$ cat config.mk
export PLATFORM = sky130hd
export DESIGN_NAME = host_bus_data_and_irq_pins
export DESIGN_NICKNAME = d
export VERILOG_FILES = /design/src/host_bus_pkg.sv /design/src/host_bus_data_and_irq_pins.sv
export SDC_FILE = /design/constraint.sdc
export NUM_CORES = 1
export LEC_CHECK = 0
export BUFFER_PORTS_ARGS = -buffer_cell sky130_fd_sc_hd__buf_2
export CORE_MARGIN = 3
export CORE_UTILIZATION = 52
export CTS_CLUSTER_DIAMETER = 100
export DETAILED_ROUTE_END_ITERATION = 10
export PLACE_DENSITY = 0.86
export SETUP_SLACK_MARGIN = 0.05
export SLEW_MARGIN = 25
export SYNTH_ARGS = -nofsm -noshare
export SYNTH_HDL_FRONTEND = slang
export SYNTH_SLANG_ARGS = --single-unit
$ cat constraint.sdc
create_clock -name clock -period 1.6 [get_ports clock]
set_input_delay 0.4 -clock clock [delete_from_list [all_inputs] [get_ports clock]]
set_output_delay 0.4 -clock clock [all_outputs]
set_load 0.005 [all_outputs]
$ cat src/host_bus_pkg.sv
// shared types and constants for the host bus pin block
package host_bus_pkg;

    // ------------------------------------------------------------
    // widths and field positions
    // ------------------------------------------------------------
    localparam int DATA_W     = 8;
    localparam int SEL_W      = 3;
    localparam int LSB_POS    = 0;   // bit shifted first on the line
    localparam int MSB_POS    = 7;   // bit shifted last on the line

    // ------------------------------------------------------------
    // reset values and pin levels
    // ------------------------------------------------------------
    localparam logic [7:0] DATA_RST  = 8'h00;
    localparam logic [2:0] SEL_RST   = 3'h0;
    localparam logic       PIN_HIGH  = 1'h1;
    localparam logic       PIN_LOW   = 1'h0;
    localparam logic       MODE_STROBE = 1'h1; // bus select high or open
    localparam logic       MODE_RW     = 1'h0; // bus select low
    localparam logic       DRIVE_BOTH  = 1'h1; // interrupt style bit set

    // ------------------------------------------------------------
    // types
    // ------------------------------------------------------------
    // raw host pins as sampled
    typedef struct packed {
        logic             bus_sel;
        logic             chip_select_n;
        logic             read_strobe_n;
        logic             write_strobe_n; // read/write line in rw mode
        logic [SEL_W-1:0] reg_sel;
        logic [DATA_W-1:0] data;
    } host_pins_s;

    // access handed to the register side of the controller
    typedef struct packed {
        logic              rd;
        logic              wr;
        logic [SEL_W-1:0]  addr;
        logic [DATA_W-1:0] data;
    } access_s;

    localparam host_pins_s PINS_RST = '{bus_sel: 1'h1,
                                        chip_select_n: 1'h1,
                                        read_strobe_n: 1'h1,
                                        write_strobe_n: 1'h1,
                                        reg_sel: 3'h0,
                                        data: 8'h00};

    typedef enum logic [2:0] {
        IDLE  = 3'h1,
        READ  = 3'h2,
        WRITE = 3'h4
    } access_state_e;

endpackage : host_bus_pkg

$ cat src/host_bus_data_and_irq_pins.sv
// host parallel bus pins: data bus, strobes and interrupt output
`timescale 1ns/10ps
module host_bus_data_and_irq_pins (
    input  wire logic                           clock,
    input  wire logic                           srst,
    input  wire logic                           clock_en,
    // pins from the host, asynchronous to clock
    input  wire host_bus_pkg::host_pins_s       pins,
    // controller side, same clock
    input  wire logic [host_bus_pkg::DATA_W-1:0] read_data,
    input  wire logic                           irq_request,
    input  wire logic                           irq_drive_both,
    // access toward the register file
    output      logic                           read_pulse,
    output      logic                           write_pulse,
    output      logic [host_bus_pkg::SEL_W-1:0] access_addr,
    output      logic [host_bus_pkg::DATA_W-1:0] write_data,
    // data bus pin drive
    output      logic [host_bus_pkg::DATA_W-1:0] data_out,
    output      logic                           data_oe,
    // interrupt pin drive
    output      logic                           irq_out,
    output      logic                           irq_oe
);

    // ------------------------------------------------------------
    // pin synchronisers
    // ------------------------------------------------------------
    host_bus_pkg::host_pins_s  meta;
    host_bus_pkg::host_pins_s  s;

    // two stages; only the second stage is looked at by any logic
    always_ff @(posedge clock) begin
        if (srst) begin
            meta <= host_bus_pkg::PINS_RST;
            s    <= host_bus_pkg::PINS_RST;
        end else if (clock_en) begin
            meta <= pins;
            s    <= meta;
        end
    end

    // ------------------------------------------------------------
    // bit order and strobe decode
    // ------------------------------------------------------------
    logic [host_bus_pkg::DATA_W-1:0] bus_byte;
    wire  logic strobe_mode = (s.bus_sel == host_bus_pkg::MODE_STROBE);
    wire  logic selected    = (s.chip_select_n == host_bus_pkg::PIN_LOW);
    wire  logic rd16 = selected && !s.read_strobe_n;
    wire  logic wr16 = selected && !s.write_strobe_n;
    wire  logic rd68 = selected && s.write_strobe_n;
    wire  logic wr68 = selected && !s.write_strobe_n;
    wire  logic rd_act = strobe_mode ? rd16 : rd68;
    wire  logic wr_act = strobe_mode ? wr16 : wr68;

    // pin i lands on byte bit i, so bit zero is the first on the line
    genvar gi;
    generate
        for (gi = 0; gi < host_bus_pkg::DATA_W; gi++) begin : g_bit
            assign bus_byte[gi] = s.data[gi];
        end
    endgenerate

    // ------------------------------------------------------------
    // access sequencer
    // ------------------------------------------------------------
    host_bus_pkg::access_state_e state;
    host_bus_pkg::access_state_e next_state;

    // a write is posted at the trailing edge so the data has settled
    always_comb begin
        next_state = state;
        case (state)
            host_bus_pkg::IDLE: begin
                if (rd_act) begin
                    next_state = host_bus_pkg::READ;
                end else if (wr_act) begin
                    next_state = host_bus_pkg::WRITE;
                end
            end
            host_bus_pkg::READ: begin
                if (!rd_act) begin
                    next_state = host_bus_pkg::IDLE;
                end
            end
            host_bus_pkg::WRITE: begin
                if (!wr_act) begin
                    next_state = host_bus_pkg::IDLE;
                end
            end
            default: begin
                next_state = host_bus_pkg::IDLE;
            end
        endcase
    end

    wire logic start_rd  = (state == host_bus_pkg::IDLE) && rd_act;
    wire logic end_wr    = (state == host_bus_pkg::WRITE) && !wr_act;
    wire logic hold_wr   = (state == host_bus_pkg::WRITE) && wr_act;
    wire logic take_addr = (state == host_bus_pkg::IDLE) && (rd_act || wr_act);

    // state, pulses and the captured address and data
    always_ff @(posedge clock) begin
        if (srst) begin
            state       <= host_bus_pkg::IDLE;
            read_pulse  <= 1'h0;
            write_pulse <= 1'h0;
            access_addr <= host_bus_pkg::SEL_RST;
            write_data  <= host_bus_pkg::DATA_RST;
        end else if (clock_en) begin
            state       <= next_state;
            read_pulse  <= start_rd;
            write_pulse <= end_wr;
            if (take_addr) begin
                access_addr <= s.reg_sel;
            end
            if (hold_wr) begin
                write_data <= bus_byte;
            end
        end
    end

    // ------------------------------------------------------------
    // data bus drive
    // ------------------------------------------------------------
    // released as soon as the read ends; the synchroniser lag means the
    // host must allow about three clocks of turn-off after its strobe
    always_ff @(posedge clock) begin
        if (srst) begin
            data_out <= host_bus_pkg::DATA_RST;
            data_oe  <= 1'h0;
        end else if (clock_en) begin
            data_out <= read_data;
            data_oe  <= rd_act;
        end
    end

    // ------------------------------------------------------------
    // interrupt pin drive
    // ------------------------------------------------------------
    wire logic push_pull = strobe_mode &&
                           (irq_drive_both == host_bus_pkg::DRIVE_BOTH);
    wire logic next_irq_out = strobe_mode ? (push_pull ? irq_request
                                                       : host_bus_pkg::PIN_HIGH)
                                          : host_bus_pkg::PIN_LOW;
    wire logic next_irq_oe  = push_pull ? 1'h1 : irq_request;

    // active high in strobe mode, open drain low in read/write mode
    always_ff @(posedge clock) begin
        if (srst) begin
            irq_out <= host_bus_pkg::PIN_LOW;
            irq_oe  <= 1'h0;
        end else if (clock_en) begin
            irq_out <= next_irq_out;
            irq_oe  <= next_irq_oe;
        end
    end
endmodule : host_bus_data_and_irq_pins

Word level (Yosys, flattened, before mapping) --
Index checks and enable logic that the tools add are counted.
Word-level totals: bits in registers 57, bits of input ports 28, output and inout bits 24, word-level logic and storage cells 52
Operators by class: eq/ne operators 6, multiplexer cells 9, bitwise operators 1, reductions and logical operators 15
Operators with widths (count):
- $mux 3 | 4
- $pmux 3 s3 | 1
- $logic_and 1x1->1 | 8
- $mux 1 | 4
- $ne 2x2->1 const B | 2
- $reduce_and 2->1 | 2
- $reduce_and 4->1 | 1
- $eq 3x1->1 const B | 1
- $eq 3x2->1 const B | 1
- $eq 3x3->1 const B | 1
- $logic_not 1->1 | 3
- $ne 3x3->1 const B | 1
- $logic_or 1x1->1 | 1
- $not 1->1 | 1

Depth between registers and ports, before layout --
Gate-level depths: netlist (run 1).
depth in word-level cells 6, gate-level depth with buffers 5, depth with buffers taken out 4

Worst setup path before layout (run 1) --
Ideal clock, no wire load.
path kind input to register, from input port clock_en, to register meta[4] (netlist bit), setup time 128 ps, arrival time 1127 ps, required time 1472 ps, path slack 346 ps, cell stages on the path 5, buffers on the path 3, path through buf_4 -> buf_2 -> buf_4 -> mux2i_1 -> nor2_1
RTL lines:
- start: declaration | RTL line host_bus_data_and_irq_pins.sv:6 | input wire logic clock_en,
- end signal: assignment | RTL line host_bus_data_and_irq_pins.sv:35 | meta <= host_bus_pkg::PINS_RST;
- end signal: assignment | RTL line host_bus_data_and_irq_pins.sv:38 | meta <= pins;
- end: declaration | RTL line host_bus_data_and_irq_pins.sv:29 | host_bus_pkg::host_pins_s meta;

Worst setup path after layout (run 1) --
from register state[2], to register write_data[3] (netlist bit)
Between the ends: longest elaborated chain between the ends 3
Ends and longest elaborated chain:
- start: declaration | RTL line host_bus_data_and_irq_pins.sv:67 | host_bus_pkg::access_state_e state;
- start signal: assignment | RTL line host_bus_data_and_irq_pins.sv:105 | state <= host_bus_pkg::IDLE;
- start signal: assignment | RTL line host_bus_data_and_irq_pins.sv:111 | state <= next_state;
- $eq 3x3->1 | RTL line host_bus_data_and_irq_pins.sv:99 | wire logic hold_wr = (state == host_bus_pkg::WRITE) && wr_act;
- $logic_and 1x1->1 | RTL line host_bus_data_and_irq_pins.sv:99
- $reduce_and 2->1 (no source line)
- end signal: assignment | RTL line host_bus_data_and_irq_pins.sv:109 | write_data <= host_bus_pkg::DATA_RST;
- end signal: assignment | RTL line host_bus_data_and_irq_pins.sv:118 | write_data <= bus_byte;
- end: declaration | RTL line host_bus_data_and_irq_pins.sv:17 | output logic [host_bus_pkg::DATA_W-1:0] write_data,
No other way between the ends. A chain may end at the register's enable or synchronous reset.

==> reports/results.ini, run 1 <==
[routing]
dr.first_iter.drc_count = 70
drt-total-wl_um = 3860
wl_per_cell_um = 12.3
dr.pass1.iters = 4
drc = 0
ant_nets = 0
via_per_inst = 5.21
vias = 1636

[place]
place_congestion = 0.732
place_hpwl_um = 2660
io_buffers = 51

[synthesis]
synth_cell_types = 31
yosysSeqAreaShare_pct = 52.7
syn_inst = 206
synth_nets = 234
yosysWarnings = 0
synth-seq-cells = 57
syn_area_per_cell_um2 = 10.5
synthesis.area_um2 = 2160

[final_layout]
antenna_cells = 0
fillerInstances = 293
nets = 289
final_layout_size_suffix_gt1_share_pct = 28.6
area_growth_pct = 23.8
final_util_pct = 70.0

[global_routing]
grt_pass1_wl_um = 6760
overflow = 0
grt_max_degree = 34
track_usage_pct = 17.4
antenna_found_initial = 0
grt_pass1_vias = 1532

[clock_tree]
ctsResizeCount = 0
clkLatencyLatePin_ns = 0.33
post-cts-setup-buffers = 0
clk_pin_slew_ns = 0.06
cts_max_level = 3
hold_buffers = 0
cts_buffers = 9
cts.path.max_buffers = 2
clock-root-buffer = clkbuf_8
cts_tree = yes
clkSinkCount = 57

[power_and_ir_drop]
seqPwrFrac_pct = 48.9
power_frac_comb_pct = 7.4
switching_share_pct = 21.3
p_per_area_nw_per_um2 = 1160
p_int_mw = 2.45
cellLeakagePower_nw = 1.31
p_sw_mw = 0.663
vdd.ir_drop.worst_uv = 784
clockPowerShare_pct = 43.7

[timing]
fin_setup_tns_ns = 0
setup_viol = 0
fin_hold_ws_ns = 0.278
min_period_ns = 1.41
fin_skew_ns = 0.00711
slew_violations = 0
worst_slew_pin_slew_ns = 0.347
rsz0062_at_grt = no
max_freq_mhz = 709
hold_viol = 0
max_slew_margin_pct = 76.8
post-route-period-util_pct = 88.1

[floorplanning]
die_h_um = 70.5
start_util_pct = 56.5
num_io_pins = 52
die_w_um = 70.5
die_area_um2 = 4970
core_area_um2 = 3830
fp-row-count = 22

[worst_hold_path]
hold_path.class = input pin to flip-flop
whs_path_depth = 2
hp-start = pins[12]
hold_path_end = meta[12]

[run_status]
status = finished, final reports clean

[setup_path]
crit_path_start_kind = flip-flop
crit_arrival_ns = 1.62
critical_path_class = flip-flop to flip-flop
critPathMaxFanout = 8
end_kind = flip-flop
r2r-start = state[2]
required_ns = 1.81
r2r-end = write_data[3]
r2r_cells = 4
rrSetupSlack_ns = 0.19

[run]
maxCapViolations = 0

-- layout by cell type (no fill, tap or decap), types with 2 or more instances in the layout --
cell type  netlist  routed
nor2b_1          8       8
mux2i_1         42      42
clkbuf_8         0      12
nor2_1          46      46
nand4_1          2       2
buf_4            5       4
inv_1            2       2
dfxtp_1         57      57
a21oi_1          5       5
nand2b_1         5       5
clkbuf_1         3       2
a31oi_1          2       2
buf_2            2      51
buf_12           0       2
a211o_1          8       8
-- synth_stat cells (all sizes together) --
master	n	area (um2)
nor4	1	6.26
o21bai	1	7.51
inv	2	7.51
nand3b	1	7.51
dfxtp	57	1140
a21o	1	7.51
nor2b	8	50.1
a21oi	5	25.0
buf	9	55.1
o211ai	1	7.51
a21boi	1	7.51
nand4	2	12.5
a31oi	2	12.5
nor2	47	179
a2111oi	1	15.0
a211oi	2	20.0
mux2i	42	420
nor3b	1	12.5
o41ai	1	8.76
o31ai	1	7.51
nand4b	1	8.76
dlymetal6s2s	1	12.5
nand2b	5	31.3
a211o	8	70.1
nand3	1	10.0
clkbuf	3	11.3
a31o	1	8.76
-- flip-flops by register name, summed over array words and instances, names as in the netlist --
name	cells
access_addr	3
state	3
write_pulse	1
irq_out	1
data_out	8
meta	15
write_data	8
strobe_mode	1
data_oe	1
s	6
irq_oe	1
bus_byte	8
read_pulse	1
-- how the worst max path moves through the flow --
stage	from	to	slack (ns)	cells after the start
2_1_floorplan	clock_en	meta[4]	0.35	5
5_1_grt	state[2]	write_data[7]	0.05	4
3_5_place_dp	clock_en	write_data[6]	0.19	4
3_3_place_gp	clock_en	write_data[2]	0.22	4
6_report	state[2]	write_data[3]	0.19	4
4_1_cts	state[2]	write_data[3]	0.19	4
-- logic make-up after synthesis --
family	Yosys count	synth area share [%]
buffers and inverters	15	3.99
flip-flops	57	52.7
AND/OR/NAND/NOR	67	14.7
AO/OA/AOI/OAI	25	9.14
multiplexers	42	19.4
-- layer usage --
layer | GRT usage [%] | vias up | share of wire [%]
met2 | 25.2 | 56 | 44
li1 | - | 828 | -
met4 | 7.02 | 0 | 1.5
met1 | 21.7 | 745 | 46
met5 | 0 | - | 0
met3 | 9.06 | 7 | 9.0
-- metrics by stage --
| step | instance area (um2) | total power, mW | cells | setup slack [ns] |
|---|---|---|---|---|
| after global placement | 2470 | 1.77 | 298 | 0.218 |
| after floorplan | 2160 | 1.70 | 206 | 0.346 |
| after global routing | 2680 | 3.26 | 314 | 0.0532 |
| final | 2680 | 3.11 | 314 | 0.190 |
| after CTS | 2680 | 3.14 | 314 | 0.189 |
| after detailed placement | 2470 | 1.78 | 298 | 0.193 |
-- power groups by stage --
stage	Sequential [mW]	Clock, mW	Combinational [mW]
after floorplan	1.54	0	0.155
after global placement	1.55	0	0.226
after detailed placement	1.55	0	0.233
after CTS	1.52	1.39	0.234
after global routing	1.53	1.47	0.261
final	1.52	1.36	0.231
-- cell type report --
cell class | instances | area [um2] | area share (%)
clock buffer | 14 | 173 | 6.45
clock inverter | 2 | 35.0 | 1.31
inverter | 2 | 7.51 | 0.280
multi-input combinational | 134 | 936 | 35.0
sequential | 57 | 1140 | 42.6
tap | 48 | 60.1 | 2.24
timing repair buffer | 57 | 325 | 12.1
-- critical path, cell delays in order (launching register included) --
cell and delay [ns]:
dfxtp_1 0.41, nor3b_2 0.29, nand3_2 0.31, mux2i_1 0.24, nor2_1 0.05
Power figures use the tool's default switching activity.
==> inputs of run 2 (changes only) <==
--- a/config.mk
+++ b/config.mk
@@ -5,12 +5,12 @@
 export SDC_FILE = /design/constraint.sdc
 export NUM_CORES = 1
 export LEC_CHECK = 0
-export BUFFER_PORTS_ARGS = -buffer_cell sky130_fd_sc_hd__buf_2
 export CORE_MARGIN = 3
-export CORE_UTILIZATION = 52
+export CORE_UTILIZATION = 55
 export CTS_CLUSTER_DIAMETER = 100
 export DETAILED_ROUTE_END_ITERATION = 10
-export PLACE_DENSITY = 0.86
+export DONT_BUFFER_PORTS = 1
+export PLACE_DENSITY = 0.81
 export SETUP_SLACK_MARGIN = 0.05
 export SLEW_MARGIN = 25
 export SYNTH_ARGS = -nofsm -noshare
==> constraint.sdc (replaced) <==
create_clock -name clock -period 1.1 [get_ports clock]
set_input_delay 0.275 -clock clock [delete_from_list [all_inputs] [get_ports clock]]
set_output_delay 0.275 -clock clock [all_outputs]
set_load 0.005 [all_outputs]
==> run 2 against run 1 <==
Against the previous run:
- the flow now finishes with violations (negative setup slack)
- via count decreased by 8.9%
- final area down 5.3%
- die area shrank 5.0%
- maximum frequency is 10% higher
- register-to-register slack got worse by 0.37 ns
- non-clock buffer count is 45 lower
- clock power increased by 37%
- sequential share of layout area grew 3.1 points
- critical path depth unchanged
- first-iteration DRC count is 44% higher
- sequential power grew 46%
- flip-flop and latch count stayed put
- critical path type unchanged
- largest power group unchanged
==> reports/results.ini, run 2 (synthesized netlist as in run 1, its figures left out) <==
[floorplanning]
start_util_pct = 58.2  ; +1.7 points
die_w_um = 68.7  ; -2.5%
num_io_pins = 52  ; unchanged
core_area_um2 = 3720  ; -2.9%
die_h_um = 68.7  ; -2.5%
fp-row-count = 22  ; unchanged
die_area_um2 = 4720  ; -5.0%

[timing]
worst_slew_pin_slew_ns = 0.317  ; -0.0297 ns
slew_violations = 0  ; unchanged
setup_viol = 16  ; +16
min_period_ns = 1.28  ; -0.130 ns
hold_viol = 0  ; unchanged
post-route-period-util_pct = 116  ; +28 points
fin_skew_ns = 0.00450  ; -0.00261 ns
fin_hold_ws_ns = 0.0299  ; -0.248 ns
setup_slack_ns = -0.180  ; -0.370 ns
rsz0062_at_grt = yes
max_freq_mhz = 781  ; +10%
max_slew_margin_pct = 78.8  ; +2.0 points

[worst_hold_path]
whs_path_depth = 1  ; -1
hold_path_end = state[1]
hold_path.class = input pin to flip-flop
hp-start = srst

[clock_tree]
cts_max_level = 3  ; unchanged
clk_pin_slew_ns = 0.06  ; about the same
clock-root-buffer = clkbuf_8
clkLatencyLatePin_ns = 0.31  ; -0.02 ns
cts_tree = yes
clkSinkCount = 57  ; unchanged
cts_buffers = 9  ; unchanged
hold_buffers = 0  ; unchanged
cts.path.max_buffers = 2  ; unchanged

[routing]
drt-total-wl_um = 4190  ; +8.7%
dr.pass1.iters = 4  ; unchanged
ant_nets = 0  ; unchanged
wl_per_cell_um = 15.6  ; +27%
via_per_inst = 5.54  ; +6.4%
dr.first_iter.drc_count = 101  ; +44%
vias = 1491  ; -8.9%
drc = 0  ; unchanged

[global_routing]
grt_max_degree = 62  ; +82%
antenna_found_initial = 0  ; unchanged
overflow = 0  ; unchanged
grt_pass1_vias = 1456  ; -5.0%
grt_pass1_wl_um = 6560  ; -3.1%
track_usage_pct = 18.9  ; +1.6 points

[setup_path]
crit_path_top_delay_cell = dfxtp_4
crit_path_cell_trace = nor2_2 -> a21oi_1 -> nor4_2 -> a31o_1
crit_path_start_kind = flip-flop
critPathTopFamily = simple AND/OR/NAND/NOR gates
r2r-end = state[2]
critPathMaxFanout = 5  ; -3
crit_arrival_ns = 1.53  ; -0.09 ns
end_kind = flip-flop
required_ns = 1.35  ; -0.46 ns
rrSetupSlack_ns = -0.18  ; -0.37 ns
cp_num_buf_inv = 0  ; unchanged
slowest_delay_ns = 0.37  ; -0.04 ns
critical_path_class = flip-flop to flip-flop
r2r-start = s[11]
r2r_cells = 4  ; unchanged

[final_layout]
nets = 244  ; -16%
area_growth_pct = 17.2
final_cell_mix = dfxtp_1 (50), nor2_1 (44), mux2i_1 (42)
largest-register = meta
antenna_cells = 0  ; unchanged
fillerInstances = 303  ; +3.4%
largest_reg_flops = 15  ; unchanged
final_layout_size_suffix_gt1_share_pct = 20.4  ; -8.2 points
layout_commonest_cell = dfxtp_1

[place]
io_buffers = 0  ; -100%
place_hpwl_um = 2590  ; -2.7%
pre_cts_ws_ns = -0.188  ; -0.381 ns
place_congestion = 0.777  ; +6.0%

[power_and_ir_drop]
cellLeakagePower_nw = 1.10  ; -16%
p_per_area_nw_per_um2 = 1700  ; +46%
power_mw = 4.31  ; +39%
vdd.ir_drop.worst_uv = 1400  ; +78%

[run_status]
status = finished with violations
violations = negative setup slack

[run]
maxCapViolations = 0  ; unchanged

==> run 2: cell count changes in the layout (fill, tap and decap cells not counted), sizes merged <==
cell | before | now
buf | 57 | 12
clkbuf | 14 | 15
bufinv | 1 | 0
==> run 2: where the power goes <==
| group | switching [mW] | leakage (nW) | total, mW | internal (mW) |
|---|---|---|---|---|
| Clock | 0.736 | 0.105 | 1.87 | 1.14 |
| Combinational | 0.0781 | 0.527 | 0.213 | 0.135 |
| Sequential | 0.0687 | 0.467 | 2.22 | 2.15 |
| Total | 0.882 | 1.10 | 4.31 | 3.42 |
==> run 2: how the worst max path moves through the flow <==
stage	startpoint	endpoint	slack, ns	depth (start not counted)
finish	s[11]	state[2]	-0.18	4
global route	s[11]	state[1]	-0.24	5
CTS	state[1]	write_data[1]	-0.15	4
detailed placement	state[2]	state[2]	-0.19	4
global placement	state[1]	write_data[1]	-0.06	4
floorplan	state[2]	state[2]	-0.04	4
==> run 2: repair_timing <==
action | 4_1_cts | 5_1_grt
gates resized for setup | 12 | 3
setup endpoints to repair | 16 | 17
setup buffers | 6 | 3
pin swaps | 8 | 9
==> run 2: through the flow <==
stage	std cells	setup TNS, ns	area (um2)	utilization [%]
2_1_floorplan	206	-0.0613	2240	-
4_1_cts	267	-1.44	2510	67.6
3_3_place_gp	245	-0.576	2220	59.7
6_report	269	-1.69	2530	68.2
3_5_place_dp	245	-1.41	2220	59.7
5_1_grt	269	-2.94	2530	68.2
==> run 2: area by class of cell <==
| type | instances | area [um2] | share of cell area (%) |
|---|---|---|---|
| multi-input combinational | 134 | 1000 | 39.6 |
| timing repair buffer | 12 | 101 | 4.00 |
| sequential | 57 | 1160 | 45.8 |
| clock buffer | 15 | 198 | 7.80 |
| tap | 48 | 60.1 | 2.37 |
| clock inverter | 1 | 5.00 | 0.197 |
| inverter | 2 | 7.51 | 0.296 |
==> run 2: worst register-to-register path, stage by stage, from the launching register on <==
cell,delay [ns]
dfxtp_4,0.37
nor2_2,0.24
a21oi_1,0.15
nor4_2,0.31
a31o_1,0.15
==> run 2: per-layer routing <==
layer  share of wire [%]  vias up  global-route usage, %
li1                    -      735                      -
met1                  41      691                   20.9
met2                  51       54                   31.2
met3                 6.4       11                   7.62
met4                 1.7        0                   9.73
met5                   0        -                      0
